**config.mk**
```make
export PLATFORM = sky130hd
export DESIGN_NAME = rhps_port_ctrl
export DESIGN_NICKNAME = d
export VERILOG_FILES = /design/src/rhps_pkg.sv /design/src/rhps_port_ctrl.sv
export SDC_FILE = /design/constraint.sdc
export NUM_CORES = 1
export LEC_CHECK = 0
export BUFFER_PORTS_ARGS = -buffer_cell sky130_fd_sc_hd__buf_2
export CORE_ASPECT_RATIO = 0.5
export CORE_MARGIN = 3
export CORE_UTILIZATION = 53
export CTS_BUF_LIST = sky130_fd_sc_hd__clkbuf_8
export DETAILED_ROUTE_END_ITERATION = 8
export PLACE_DENSITY = 0.84
export SYNTH_ARGS = -nofsm -noshare
export SYNTH_HDL_FRONTEND = slang
export SYNTH_SLANG_ARGS = --single-unit
```
**constraint.sdc**
```tcl
create_clock -name core_clk_i -period 6.4 [get_ports core_clk_i]
set_input_delay 0.64 -clock core_clk_i [delete_from_list [all_inputs] [get_ports core_clk_i]]
set_output_delay 0.64 -clock core_clk_i [all_outputs]
set_load 0.02 [all_outputs]
```
**src/rhps_pkg.sv**
```systemverilog
// What this block does
// - write 1 bit 4 starts port reset
// - reset end clears active, sets reset change
// - reset write when disconnected flags connect change
// - bit 3 reads per-port overcurrent, else 0
// - write 1 bit 3 resumes only if suspended
// - bit 2 suspends; clears at resume end
// - suspend write when disconnected flags connect change
// - suspended clears on reset start, controller resume
// - upstream resume propagates to host controller
// - hub-cleared enable also sets enable change
// - enable stays 0 while disconnected
// - reset or resume end sets enable
// - write 1 bit 1 enables, else connect change
// - bit 0 reads connection; write 1 disables
// - power off clears connect, enable, suspend, reset
package rhps_pkg;

    localparam logic [11:0] RHPS_PORT_STATUS_OFS = 12'h054;

    localparam int RHPS_B_CONN   = 0;
    localparam int RHPS_B_EN     = 1;
    localparam int RHPS_B_SUSP   = 2;
    localparam int RHPS_B_OC     = 3;
    localparam int RHPS_B_RST    = 4;
    localparam int RHPS_B_POWER  = 8;
    localparam int RHPS_B_CHG_LO = 16;

    // change flag indices inside the five-bit change field
    localparam int RHPS_CHG_CONN = 0;
    localparam int RHPS_CHG_EN   = 1;
    localparam int RHPS_CHG_SUSP = 2;
    localparam int RHPS_CHG_OC   = 3;
    localparam int RHPS_CHG_RST  = 4;
    localparam int RHPS_CHG_W    = 5;

    localparam logic [31:0] RHPS_RDATA_RST = 32'h0000_0000;

    localparam int RHPS_CLK_MHZ         = 20;
    localparam int RHPS_RESET_TIME_US   = 10000;
    localparam int RHPS_RESUME_TIME_US  = 20000;
    localparam int RHPS_RESET_CYCLES    = RHPS_RESET_TIME_US * RHPS_CLK_MHZ;
    localparam int RHPS_RESUME_CYCLES   = RHPS_RESUME_TIME_US * RHPS_CLK_MHZ;
    localparam int RHPS_CNT_W           = 20;

    typedef struct packed {
        logic        wr;
        logic        rd;
        logic [11:0] addr;
        logic [31:0] wdata;
    } rhps_reg_req_t;

    typedef struct packed {
        logic connected;
        logic powered;
        logic overcurrent;
        logic oc_per_port;
        logic bus_error;
        logic remote_wake;
        logic controller_resume_state;
    } rhps_port_in_t;

    typedef enum logic [3:0] {
        RHPS_ST_IDLE    = 4'h1,
        RHPS_ST_RESET   = 4'h2,
        RHPS_ST_SUSPEND = 4'h4,
        RHPS_ST_RESUME  = 4'h8
    } rhps_state_t;

endpackage

```
**src/rhps_port_ctrl.sv**
```systemverilog
`timescale 1ns/1ps
module rhps_port_ctrl #(
    parameter int unsigned RESET_CYCLES  = rhps_pkg::RHPS_RESET_CYCLES,
    parameter int unsigned RESUME_CYCLES = rhps_pkg::RHPS_RESUME_CYCLES
) (
    input  wire logic                    core_clk_i,
    input  wire logic                    rst_b_i,
    input  wire rhps_pkg::rhps_reg_req_t reg_req_i,
    input  wire rhps_pkg::rhps_port_in_t port_in_i,
    output logic [31:0]                  reg_rdata_o,
    output logic                         reg_rvalid_o,
    output logic                         port_reset_drive_o,
    output logic                         port_resume_drive_o,
    output logic                         port_suspend_o,
    output logic                         port_enabled_o,
    output logic                         hc_resume_req_o
);
    import rhps_pkg::*;

    function automatic logic addr_hit(input logic [11:0] a);
        addr_hit = (a == RHPS_PORT_STATUS_OFS);
    endfunction

    rhps_state_t                st_reg;
    rhps_state_t                st_next;
    logic [RHPS_CNT_W-1:0]      cnt_reg;
    logic [RHPS_CNT_W-1:0]      cnt_next;
    logic                       pes_reg;
    logic                       pes_next;
    logic [RHPS_CHG_W-1:0]      chg_reg;
    logic [RHPS_CHG_W-1:0]      chg_next;
    logic [RHPS_CHG_W-1:0]      chg_set;
    logic [RHPS_CHG_W-1:0]      chg_clr;
    logic                       conn_d_reg;
    logic                       oc_d_reg;
    logic                       hc_req_reg;
    logic                       hc_req_next;
    logic [31:0]                rdata_reg;
    logic [31:0]                rdata_next;
    logic                       rvalid_reg;
    logic                       rvalid_next;

    logic                       wsel;
    logic                       conn;
    logic                       oc_seen;
    logic [31:0]                status;

    assign wsel    = reg_req_i.wr && addr_hit(reg_req_i.addr);
    // connection only counts while the port has power
    assign conn    = port_in_i.connected && port_in_i.powered;
    assign oc_seen = port_in_i.overcurrent && port_in_i.oc_per_port;

    always_comb begin
        status                                       = 32'h0000_0000;
        status[RHPS_B_CONN]                          = conn;
        status[RHPS_B_EN]                            = pes_reg;
        status[RHPS_B_SUSP]                          = st_reg[2] | st_reg[3];
        status[RHPS_B_OC]                            = oc_seen;
        status[RHPS_B_RST]                           = st_reg[1];
        status[RHPS_B_POWER]                         = port_in_i.powered;
        status[RHPS_B_CHG_LO+RHPS_CHG_W-1:RHPS_B_CHG_LO] = chg_reg;
    end

    // port sequencing and enable
    always_comb begin
        st_next     = st_reg;
        cnt_next    = cnt_reg;
        pes_next    = pes_reg;
        hc_req_next = hc_req_reg;
        chg_set     = '0;
        case (st_reg)
            RHPS_ST_IDLE: begin
                hc_req_next = 1'b0;
                if (wsel && reg_req_i.wdata[RHPS_B_RST]) begin
                    if (conn) begin
                        st_next  = RHPS_ST_RESET;
                        cnt_next = '0;
                    end else begin
                        chg_set[RHPS_CHG_CONN] = 1'b1;
                    end
                end else if (wsel && reg_req_i.wdata[RHPS_B_SUSP]) begin
                    if (conn) begin
                        st_next = RHPS_ST_SUSPEND;
                    end else begin
                        chg_set[RHPS_CHG_CONN] = 1'b1;
                    end
                end
            end
            RHPS_ST_RESET: begin
                cnt_next = cnt_reg + 1'b1;
                if (cnt_reg == RHPS_CNT_W'(RESET_CYCLES - 1)) begin
                    st_next               = RHPS_ST_IDLE;
                    chg_set[RHPS_CHG_RST] = 1'b1;
                    pes_next              = 1'b1;
                end
            end
            RHPS_ST_SUSPEND: begin
                if (port_in_i.remote_wake) begin
                    st_next     = RHPS_ST_RESUME;
                    cnt_next    = '0;
                    hc_req_next = 1'b1;
                end else if (wsel && reg_req_i.wdata[RHPS_B_OC]) begin
                    st_next  = RHPS_ST_RESUME;
                    cnt_next = '0;
                end
            end
            RHPS_ST_RESUME: begin
                cnt_next = cnt_reg + 1'b1;
                if (cnt_reg == RHPS_CNT_W'(RESUME_CYCLES - 1)) begin
                    st_next                = RHPS_ST_IDLE;
                    chg_set[RHPS_CHG_SUSP] = 1'b1;
                    pes_next               = 1'b1;
                    hc_req_next            = 1'b0;
                end
            end
            default: begin
                st_next  = RHPS_ST_IDLE;
                cnt_next = '0;
            end
        endcase

        // controller-wide resume ends any port suspend at once
        if (port_in_i.controller_resume_state && (st_reg[2] || st_reg[3])) begin
            st_next     = RHPS_ST_IDLE;
            hc_req_next = 1'b0;
        end

        // reset command also applies from suspend or resume, not only idle
        if (wsel && reg_req_i.wdata[RHPS_B_RST] && conn && !st_reg[1]) begin
            st_next     = RHPS_ST_RESET;
            cnt_next    = '0;
            hc_req_next = 1'b0;
        end

        if (wsel && reg_req_i.wdata[RHPS_B_EN]) begin
            if (conn) begin
                pes_next = 1'b1;
            end else begin
                chg_set[RHPS_CHG_CONN] = 1'b1;
            end
        end
        if (wsel && reg_req_i.wdata[RHPS_B_CONN]) begin
            pes_next = 1'b0;
        end

        // hub-side faults disable a port that is already enabled; a same-cycle set on a disabled port wins unless disconnected
        if (pes_reg && (port_in_i.overcurrent || !conn || port_in_i.bus_error)) begin
            pes_next              = 1'b0;
            chg_set[RHPS_CHG_EN]  = 1'b1;
        end
        if (!conn) begin
            pes_next    = 1'b0;
            st_next     = RHPS_ST_IDLE;
            cnt_next    = '0;
            hc_req_next = 1'b0;
        end

        if (conn != conn_d_reg) begin
            chg_set[RHPS_CHG_CONN] = 1'b1;
        end
        if (oc_seen && !oc_d_reg) begin
            chg_set[RHPS_CHG_OC] = 1'b1;
        end
    end

    // software clears change flags with a one; a same-cycle event wins
    always_comb begin
        chg_clr  = wsel ? reg_req_i.wdata[RHPS_B_CHG_LO+RHPS_CHG_W-1:RHPS_B_CHG_LO] : '0;
        chg_next = (chg_reg & ~chg_clr) | chg_set;
    end

    // read data is latched so the bus sees a stable word next cycle
    always_comb begin
        rvalid_next = reg_req_i.rd;
        if (reg_req_i.rd && addr_hit(reg_req_i.addr)) begin
            rdata_next = status;
        end else begin
            rdata_next = RHPS_RDATA_RST;
        end
    end

    always_ff @(posedge core_clk_i) begin
        if (!rst_b_i) begin
            st_reg     <= RHPS_ST_IDLE;
            cnt_reg    <= '0;
            pes_reg    <= 1'b0;
            chg_reg    <= '0;
            conn_d_reg <= 1'b0;
            oc_d_reg   <= 1'b0;
            hc_req_reg <= 1'b0;
            rdata_reg  <= RHPS_RDATA_RST;
            rvalid_reg <= 1'b0;
        end else begin
            st_reg     <= st_next;
            cnt_reg    <= cnt_next;
            pes_reg    <= pes_next;
            chg_reg    <= chg_next;
            conn_d_reg <= conn;
            oc_d_reg   <= oc_seen;
            hc_req_reg <= hc_req_next;
            rdata_reg  <= rdata_next;
            rvalid_reg <= rvalid_next;
        end
    end

    assign reg_rdata_o         = rdata_reg;
    assign reg_rvalid_o        = rvalid_reg;
    assign port_reset_drive_o  = st_reg[1];
    assign port_suspend_o      = st_reg[2];
    assign port_resume_drive_o = st_reg[3];
    assign port_enabled_o      = pes_reg;
    assign hc_resume_req_o     = hc_req_reg;

endmodule // rhps_port_ctrl

```
# == Word-level counts from Yosys, hierarchy flattened ==
# Index checks and enable logic that the tools add are counted.
# totals
ff_bits,66
word_cells,105
out_inout_bits,38
inputBits,55
# classes
n_bitwise,6
n_addsub,1
n_reduce_logical,33
mux,34
n_eq_ne,20
# op_table
op,n
two-way mux 20 bit,3
case mux 20 bit (3 select lines),1
two-way mux 4 bit,6
"adder 20 x 1 -> 20 bit, second input constant",1
"== test 20 x 18 -> 1 bit, second input constant",1
"== test 20 x 19 -> 1 bit, second input constant",1
two-way mux 1 bit,18
case mux 4 bit (4 select lines),1
logical AND 1 bit,14
"== test 12 x 7 -> 1 bit, second input constant",1
"inequality test 3 bit, second input constant",4
"inequality test 5 bit, second input constant",2
"inequality test 2 bit, second input constant",4
"inequality test 4 bit, second input constant",2
AND reduction 4 bit,2
OR reduction 4 bit,2
AND reduction 2 bit,3
AND reduction 3 bit,2
nonzero test 3 bit,2
bitwise AND 5 bit,1
two-way mux 5 bit,1
inverter 5 bit,1
OR 5 bit,1
"== test 4 x 1 -> 1 bit, second input constant",1
13 further kinds,19

# == Logic depth before layout (Yosys ltp) ==
# Gate-level depths: netlist of run 1.
# depth
ltp_word,10
mapped_depth,8
depth_no_buf,7

# == Least setup slack after synthesis of run 1 ==
# OpenSTA, ideal clock, no wires.
# synth_timing
kind,input port to flip-flop
startpoint,in reg_req_i[37] (netlist bit)
endpoint,reg cnt_reg[13]
arrival_ps,2299
n_path_buf,0
setup_time_ps,71
required_ps,6329
setup_slack_ps,4030
cell_stages,6
path_cell_list,nor4bb_1 -> and4_1 -> a21oi_1 -> or4_1 -> or3_1 -> a21oi_1
# synth_between
elab_chain_len,6
word_cells_on_any_way,10
cone_classes,eq/ne: 3; reduce/logical: 7
# synth_lines
item,line,source
from (decl),rhps_port_ctrl.sv:8,"input wire rhps_pkg::rhps_reg_req_t reg_req_i,"
== test 12 x 7 -> 1 bit (*),rhps_port_ctrl.sv:21,addr_hit = (a == RHPS_PORT_STATUS_OFS);
logical AND 1 bit (*),rhps_port_ctrl.sv:48,assign wsel = reg_req_i.wr && addr_hit(reg_req_i.addr);
logical AND 1 bit,"rhps_port_ctrl.sv:74, rhps_port_ctrl.sv:129",
logical AND 1 bit (2 in series),rhps_port_ctrl.sv:129,if (wsel && reg_req_i.wdata[RHPS_B_RST] && conn && !st_reg[1]) begin
OR reduction 3 bit (no source line),-,
to (signal assigned),rhps_port_ctrl.sv:195,cnt_reg <= cnt_next;
to (decl),rhps_port_ctrl.sv:26,logic [RHPS_CNT_W-1:0] cnt_reg;
# Every way passes the cells marked *; elsewhere a longest branch is shown, timed or not.
# A chain may end at the register's enable or synchronous reset.

# == Final worst setup path of run 1 ==
# Ends and elaborated chain as after synthesis.

==> results_dict.tcl, run 1 <==
set metrics [dict create \
    status "finished, final reports clean" \
    synthToLayoutAreaGrowth_pct 13.9 \
    largest_register_ffs 20 \
    power_density_mw_per_mm2 197 \
    die_w_um 97.7 \
    netlist_area_mm2 0.00223 \
    drive_gt1_share_pct 21.7 \
    cts_buffer_depth 2 \
    gr-total-overflow 0 \
    grt_pass1_vias 1820 \
    synth-seq-area-share_pct 40.4 \
    grt_max_degree 22 \
    synth_top_cell_by_area "dfxtp_1" \
    ys_async_sr_fraction_pct 0 \
    final_cell_mix "buf_2, dfxtp_1, nor2_1" \
    antenna_left 0 \
    dp_slack_ns 3.22 \
    r2r-start "cnt_reg[7]" \
    hold_depth 1 \
    io_pins 93 \
    route.detailed.drc 0 \
    yosysUniqueCellTypes 43 \
    worst-setup-path-type "in2reg" \
    maxCapViolCount 0 \
    synthTopCellsByArea "dfxtp_1, buf_4, xnor2_1, nor2_1, and3_1" \
    die_h_um 51.8 \
    synth-main-ff-cell "dfxtp_1" \
    final_common_cell "buf_2" \
    syn_area_per_cell_um2 8.57 \
    cts_buffers 5 \
    finalWirelength_um 4970 \
    min_period_ns 2.88 \
    required_ns 6.65 \
    ir_drop_uv 98.3 \
    hold_path_class "reg2reg" \
    final_util_pct 68.2 \
    synth_top_area_share_pct 40.4 \
    drtIter0Drc 89 \
    finalHoldViolCount 0 \
    synth.yosys.warnings 0 \
    viasPerCell 5.44 \
    antenna_found_initial 0 \
    initial_core_util_pct 59.9 \
    synth-edff-count 0 \
    cts.sinks 45 \
    worstHoldStart "chg_reg[4]" \
    core_mm2 0.00372 \
    ff2ff_setup_slack_ns 4.11 \
    htreeDepth 2 \
    finalHoldWorstSlack_ns 0.470 \
    insertion_delay_ns 0.31 \
    cts_tree "done" \
    fp.dieArea_mm2 0.00506 \
    worst_slack_ns 3.52 \
    synthCells 260 \
    cp.arrival_ns 3.13 \
    clock.fmax_mhz 348 \
    final_area_mm2 0.00254 \
    root_buffer "clkbuf_8" \
    worst_slew_pin_slew_ns 0.724 \
    antenna_cells 0 \
    place_hpwl_um 3640 \
    portBuffers 49 \
    r2r_end "st_reg[0]" \
    tns_ns 0 \
    firstDrtPassIters 6 \
    clkTransAtPathRegs_ns 0.10 \
    holdPathEnd "reg_rdata_o[20]" \
    path_max_fanout 21 \
    grt_use_total_pct 20.2 \
    setup_viol 0 \
    gp_congestion 0.856 \
    clock_skew_ns 0.0167 \
    worstSetupEndpointType "flip-flop" \
    crit_path_start_kind "input pin" \
    finalNetCount 364 \
    wl_per_cell_um 13.8 \
    slew_headroom_pct 51.1 \
    p_leak_nw 0.981 \
    num_rows 15 \
    cts_resized 0 \
    rsz0062_at_grt "no" \
    cts_hold_buf 0 \
    via_count 1959 \
    slew_violations 0 \
    grt_pass1_wl_um 8160 \
    r2r_cells 6 \
    synth_seq_cells 45 \
    placed_area_mm2 0.00244 \
    postCtsSetupBuffers 0 \
    fin_crit_sh_pct 45.0 \
]
[critical path, stage by stage]
cell	delay, ns
buf_2	0.10
nor4bb_1	0.45
and4_1	0.54
a21oi_1	0.12
buf_4	0.22
or4_1	0.59
or3_1	0.33
a21oi_1	0.13
[cell usage after synthesis (2+ instances only)]
cell type   n
or3_1       2
o21ai_0     6
nor3_1      7
buf_4      21
nand3_1     9
and3_1     12
o31ai_1     2
nand2_1    18
nand2b_1    5
xnor2_1    17
or4_1       6
nand4_1     9
nor4b_1     6
and2_1      2
nor4_1      9
nor2_1     28
nor2b_1     6
clkbuf_1    8
dfxtp_1    45
o21a_1      3
a21oi_1    11
a21boi_0    4
inv_1       4
[how the worst max path moves through the flow]
stage,start,to,slack (ns),cells past startpoint
finish,reg_req_i[37],cnt_reg[13],3.52,8
global route,reg_req_i[37],cnt_reg[13],3.34,8
CTS,reg_req_i[37],cnt_reg[13],3.54,8
detailed placement,reg_req_i[37],cnt_reg[13],3.22,8
global placement,reg_req_i[37],cnt_reg[15],3.31,8
floorplan,reg_req_i[37],cnt_reg[13],4.03,6
[through the flow]
step                      power (W)  instances
after floorplan            0.000317        280
after global placement     0.000320        352
after global routing       0.000519        360
after detailed placement   0.000320        352
after CTS                  0.000502        360
final                      0.000499        360
[routing by layer]
layer,up-vias,share of wire (%),global-route usage (%)
li1,975,-,-
met2,81,47,36.2
met5,-,0,0
met3,4,9.1,7.36
met4,0,0.76,4.83
met1,899,43,23.4
[where the power goes]
group          switching, W  internal [W]  total (W)
Sequential      0.000000625      0.000282   0.000282
Combinational     0.0000211     0.0000108  0.0000319
Clock              0.000106     0.0000789   0.000185
[layout make-up]
class	instances	area [um^2]
Sequential cell	45	901
Fill cell	288	1180
Clock buffer	5	68.8
Inverter	4	15.0
Clock inverter	3	25.0
Tap cell	51	63.8
Timing Repair Buffer	52	268
Multi-Input combinational cell	200	1190
[cells by family after synthesis]
| logic type | after synthesis | synth area share, % |
|---|---|---|
| AND/OR/NAND/NOR | 128 | 32.9 |
| XOR/XNOR | 17 | 6.69 |
| buffers and inverters | 35 | 9.49 |
| multiplexers | 1 | 0.449 |
| adder cells (fa/ha/maj) | 1 | 0.562 |
| flip-flops | 45 | 40.4 |
| other | 1 | 0.168 |
| AO/OA/AOI/OAI | 32 | 9.33 |
Power figures use the tool's default switching activity.
==> run 2, diff against run 1 <==
Settings changed: CORE_UTILIZATION 53 to 45, PLACE_DENSITY 0.84 to 0.76.
Clock period 6.4 ns to 2.4 ns, I/O delays scaled along.
==> run 2 against run 1 <==
Effect of this change: via count up 3.3%; largest cell class unchanged; core utilization is 11 points lower; first-iteration DRC count is 82% higher; register-to-register slack got worse by 3.9 ns; design area increased by 3.8%; highest routed layer unchanged.
==> results_dict.tcl, run 2 (synthesized netlist as in run 1, its figures left out) <==
set metrics [dict create \
    largest_register_ffs 20 \
    cpMostUsedCell "or4_1" \
    p_sw_w 0.000315 \
    synthToLayoutAreaGrowth_pct 18.2 \
    swShare_pct 22.4 \
    multi_input_area_mm2 0.00119 \
    clkTransAtPathRegs_ns 0.09 \
    p_int_w 0.00109 \
    gp_congestion 0.877 \
    final_cell_mix "buf_2, dfxtp_1, nor2_1" \
    postCtsSetupBuffers 0 \
    portBuffers 49 \
    grt_pass1_vias 1903 \
    crit_path_start_kind "flip-flop" \
    p_comb_share_pct 6.1 \
    final_util_pct 57.6 \
    worst_slew_pin_slew_ns 0.535 \
    cts_buffers 5 \
    rsz0062_at_grt "no" \
    root_buffer "clkbuf_8" \
    antenna_cells 0 \
    finalHoldViolCount 0 \
    drive_gt1_share_pct 23.3 \
    antenna_found_initial 0 \
    finalNonFillerCells 383 \
    firstDrtPassIters 4 \
    cts.sinks 45 \
    place_hpwl_um 3750 \
    cts_buffer_depth 2 \
    wl_per_cell_um 13.0 \
    initial_core_util_pct 48.7 \
    grt_pass1_wl_um 8360 \
    worst-setup-path-type "reg2reg" \
    via_count 2024 \
    drtIter0Drc 162 \
    final_common_cell "buf_2" \
    num_rows 17 \
    maxCapViolCount 0 \
    n_fill_cell 421 \
    die_h_um 55.7 \
    antenna_left 0 \
    core_mm2 0.00457 \
    fin_crit_sh_pct 92.7 \
    slew_headroom_pct 63.8 \
    finalWirelength_um 4990 \
    viasPerCell 5.28 \
    grt_max_degree 21 \
    final_area_mm2 0.00263 \
    power_density_mw_per_mm2 533 \
    dp_cells 375 \
    p_clk_share_pct 40.3 \
    placed_area_mm2 0.00252 \
    die_w_um 105 \
    required_ns 2.63 \
    path_max_fanout 6 \
    min_period_ns 2.23 \
    worstPathCellList "or4_1 -> or3_4 -> o41ai_2 -> o21ai_1 -> or4_1 -> o211ai_2" \
    insertion_delay_ns 0.30 \
    regArea_um2 901 \
    finalNetCount 372 \
    setup_viol 0 \
    worst_slack_ns 0.174 \
    ir_drop_uv 297 \
    seqPwrFrac_pct 53.6 \
    route.detailed.drc 0 \
    tns_ns 0 \
    p_leak_nw 1.04 \
    hold_path_class "in2reg" \
    dp_slack_ns 0.00137 \
    clock_skew_ns 0.0108 \
    cp_slowest_cell "or4_1" \
    cts_resized 0 \
    gr-total-overflow 0 \
    htreeDepth 2 \
    io_pins 93 \
    ff2ff_setup_slack_ns 0.17 \
    status "finished, final reports clean" \
    worstSetupEndpointType "flip-flop" \
    slew_violations 0 \
    slowest_delay_ns 0.48 \
    fp.dieArea_mm2 0.00588 \
    clock.fmax_mhz 449 \
    cts_tree "done" \
    cts_hold_buf 0 \
    grt_use_total_pct 17.3 \
    cp.arrival_ns 2.46 \
]
run 2: cell types whose count changed in the layout (fill, tap and decap cells not counted):
cell,change
bufinv_16,+1
inv_1,+1
clkinvlp_4,-1
inv_6,-1
buf_4,+8
run 2: power groups by stage:
stage	logic [W]	registers, W	clock network [W]
2_1_floorplan	0.0000738	0.000771	0
3_3_place_gp	0.0000831	0.000770	0
3_5_place_dp	0.0000844	0.000770	0
4_1_cts	0.0000851	0.000752	0.000583
5_1_grt	0.0000933	0.000753	0.000623
6_report	0.0000858	0.000752	0.000565
run 2: layout make-up:
cell class                      instances  area share, %
Inverter                                4          0.570
Timing Repair Buffer                   60           12.5
Clock buffer                            5           2.61
Multi-Input combinational cell        200           45.4
Tap cell                               66           3.14
Sequential cell                        45           34.2
Clock inverter                          3           1.62
run 2: worst paths after layout:
kind,depth (start not counted),end,start
max,6,st_reg[0],cnt_reg[13]
min reg2reg,2,chg_reg[1],chg_reg[1]
min,2,oc_d_reg,port_in_i[3]
max reg2reg,6,st_reg[0],cnt_reg[13]
run 2: metal layers:
layer  part of all wire, %  vias up  GRT usage [%]
met3                    10        5           4.17
met2                    46       97           29.5
met1                    43      932           21.3
met5                     0        -              0
li1                      -      990              -
met4                   1.2        0           6.83
run 2: through the flow:
stage | power [W] | hold WS [ns]
after detailed placement | 0.000854 | 0.471
after global routing | 0.00147 | 0.184
after floorplan | 0.000845 | 0.358
after global placement | 0.000853 | 0.455
after CTS | 0.00142 | 0.175
final | 0.00140 | 0.182
run 2: critical path: cells and delay by family (launching register included):
kind / cells / cell delay (ns)
and+or+nand+nor: 3 / 1.28
AOI/OAI and AO/OA: 3 / 0.53
DFF: 1 / 0.36
==> run 3, diff against run 2 <==
Settings changed: BUFFER_PORTS_ARGS -buffer_cell sky130_fd_sc_hd__buf_2 to -buffer_cell sky130_fd_sc_hd__buf_4.
==> run 3 against run 2 <==
Effect of this change: fmax shrank 1.8%; routed wire length up 1.6%; global-route usage shrank 0.80 points; sequential power hardly changed; core utilization grew 2.3 points; hold slack worse by 0.0028 ns; cell count fell by 0.26%; critical endpoint unchanged; largest cell class unchanged.
==> results_dict.tcl, run 3 (synthesized netlist as in run 1, its figures left out) <==
set metrics [dict create \
    required_ns 2.64 \
    placed_area_mm2 0.00264 \
    grt_use_total_pct 16.5 \
    cts_buffer_depth 2 \
    r2r_cells 6 \
    tns_ns 0 \
    die_w_um 105 \
    cts_tree "done" \
    root_buffer "clkbuf_8" \
    worstSetupEndpointType "flip-flop" \
    min_period_ns 2.27 \
    cp.arrival_ns 2.51 \
    hold_depth 2 \
    clock.fmax_mhz 441 \
    gp_congestion 0.911 \
    ff2ff_setup_slack_ns 0.13 \
    largest_register_ffs 20 \
    grt_pass1_vias 1796 \
    drive_gt1_share_pct 23.7 \
    die_h_um 55.7 \
    firstDrtPassIters 4 \
    power_density_mw_per_mm2 491 \
    rsz0062_at_grt "no" \
    clkTransAtPathRegs_ns 0.10 \
    dp_cells 374 \
    r2r-start "cnt_reg[13]" \
    viasPerCell 5.32 \
    antenna_cells 0 \
    via_count 2031 \
    cts_buffers 5 \
    ir_drop_uv 264 \
    gr-total-overflow 0 \
    p_leak_nw 1.04 \
    finalHoldWorstSlack_ns 0.179 \
    drtIter0Drc 119 \
    route.detailed.drc 0 \
    initial_core_util_pct 48.7 \
    fin_crit_sh_pct 94.4 \
    final_common_cell "buf_4" \
    core_mm2 0.00457 \
    worst_slew_pin_slew_ns 0.577 \
    num_rows 17 \
    crit_path_start_kind "flip-flop" \
    cts.sinks 45 \
    antenna_found_initial 0 \
    slew_headroom_pct 61.0 \
    slew_violations 0 \
    worst-setup-path-type "reg2reg" \
    finalWirelength_um 5070 \
    finalHoldViolCount 0 \
    status "finished, final reports clean" \
    place_hpwl_um 3800 \
    antenna_left 0 \
    holdPathEnd "reg_rdata_o[8]" \
    final_area_mm2 0.00274 \
    grt_pass1_wl_um 8020 \
    grt_max_degree 21 \
    r2r_end "st_reg[0]" \
    setup_viol 0 \
    wl_per_cell_um 13.3 \
    p_total_w 0.00134 \
    cts_hold_buf 0 \
    hold_path_class "in2reg" \
    synthToLayoutAreaGrowth_pct 22.9 \
    portBuffers 49 \
    finalNonFillerCells 382 \
    finalNetCount 371 \
    insertion_delay_ns 0.31 \
    clock_skew_ns 0.0103 \
    fp.dieArea_mm2 0.00588 \
    n_fill_cell 423 \
    path_max_fanout 6 \
    htreeDepth 2 \
    worstHoldStart "port_in_i[5]" \
    io_pins 93 \
    maxCapViolCount 0 \
    final_cell_mix "buf_4, dfxtp_1, nor2_1" \
]
==> run 3: cell count changes in the layout (fill, tap and decap cells not counted), sizes merged <==
cell / before / now
buf: 60 / 59
bufinv: 1 / 0
clkinvlp: 0 / 1
==> run 3: stage by stage <==
| stage | utilization (%) | worst slack, ns |
|---|---|---|
| after floorplan | - | 0.289 |
| after global placement | 57.6 | 0.166 |
| after detailed placement | 57.6 | 0.111 |
| after CTS | 59.7 | 0.150 |
| after global routing | 59.8 | 0.0477 |
| final | 59.8 | 0.133 |
==> run 3: report_power, final <==
group	switching [W]	internal, W	leakage [nW]
Clock	0.000279	0.000210	0.0447
Combinational	0.0000569	0.0000446	0.634
Sequential	0.00000190	0.000751	0.363
Total	0.000338	0.00101	1.04
==> run 3: how the worst max path moves through the flow <==
stage | from | endpoint | slack [ns] | cells after the start
2_1_floorplan | cnt_reg[7] | st_reg[0] | 0.29 | 6
3_3_place_gp | cnt_reg[19] | st_reg[0] | 0.17 | 6
3_5_place_dp | reg_req_i[37] | cnt_reg[13] | 0.11 | 7
4_1_cts | cnt_reg[19] | st_reg[0] | 0.15 | 6
5_1_grt | cnt_reg[13] | st_reg[0] | 0.05 | 6
6_report | cnt_reg[13] | st_reg[0] | 0.13 | 6
==> run 3: layout make-up <==
| class | instances | area [um^2] | share of cell area (%) |
|---|---|---|---|
| clock inverter | 3 | 25.0 | 0.914 |
| inverter | 4 | 15.0 | 0.549 |
| timing repair buffer | 59 | 443 | 16.2 |
| clock buffer | 5 | 68.8 | 2.51 |
| sequential | 45 | 901 | 32.9 |
| tap | 66 | 82.6 | 3.02 |
| multi-input combinational | 200 | 1200 | 43.9 |
==> run 3: layer usage <==
layer | GRT usage (%) | wire (um) | part of all wire, %
met5 | 0 | 0 | 0
met4 | 6.09 | 77 | 1.5
met3 | 4.63 | 481 | 9.5
met2 | 28.5 | 2350 | 46
met1 | 19.8 | 2170 | 43
==> run 3: timing repair <==
item | 4_1_cts | 5_1_grt
setup buffers | 0 | 0
endpoints found under the setup margin | 0 | 10
resized for setup | 0 | 1
==> run 3: critical path, cell delays in order, from the launching register on <==
cell	delay (ns)
dfxtp_1	0.36
or4_1	0.49
or3_4	0.38
o41ai_2	0.36
o21ai_1	0.13
or4_1	0.42
o211ai_2	0.07
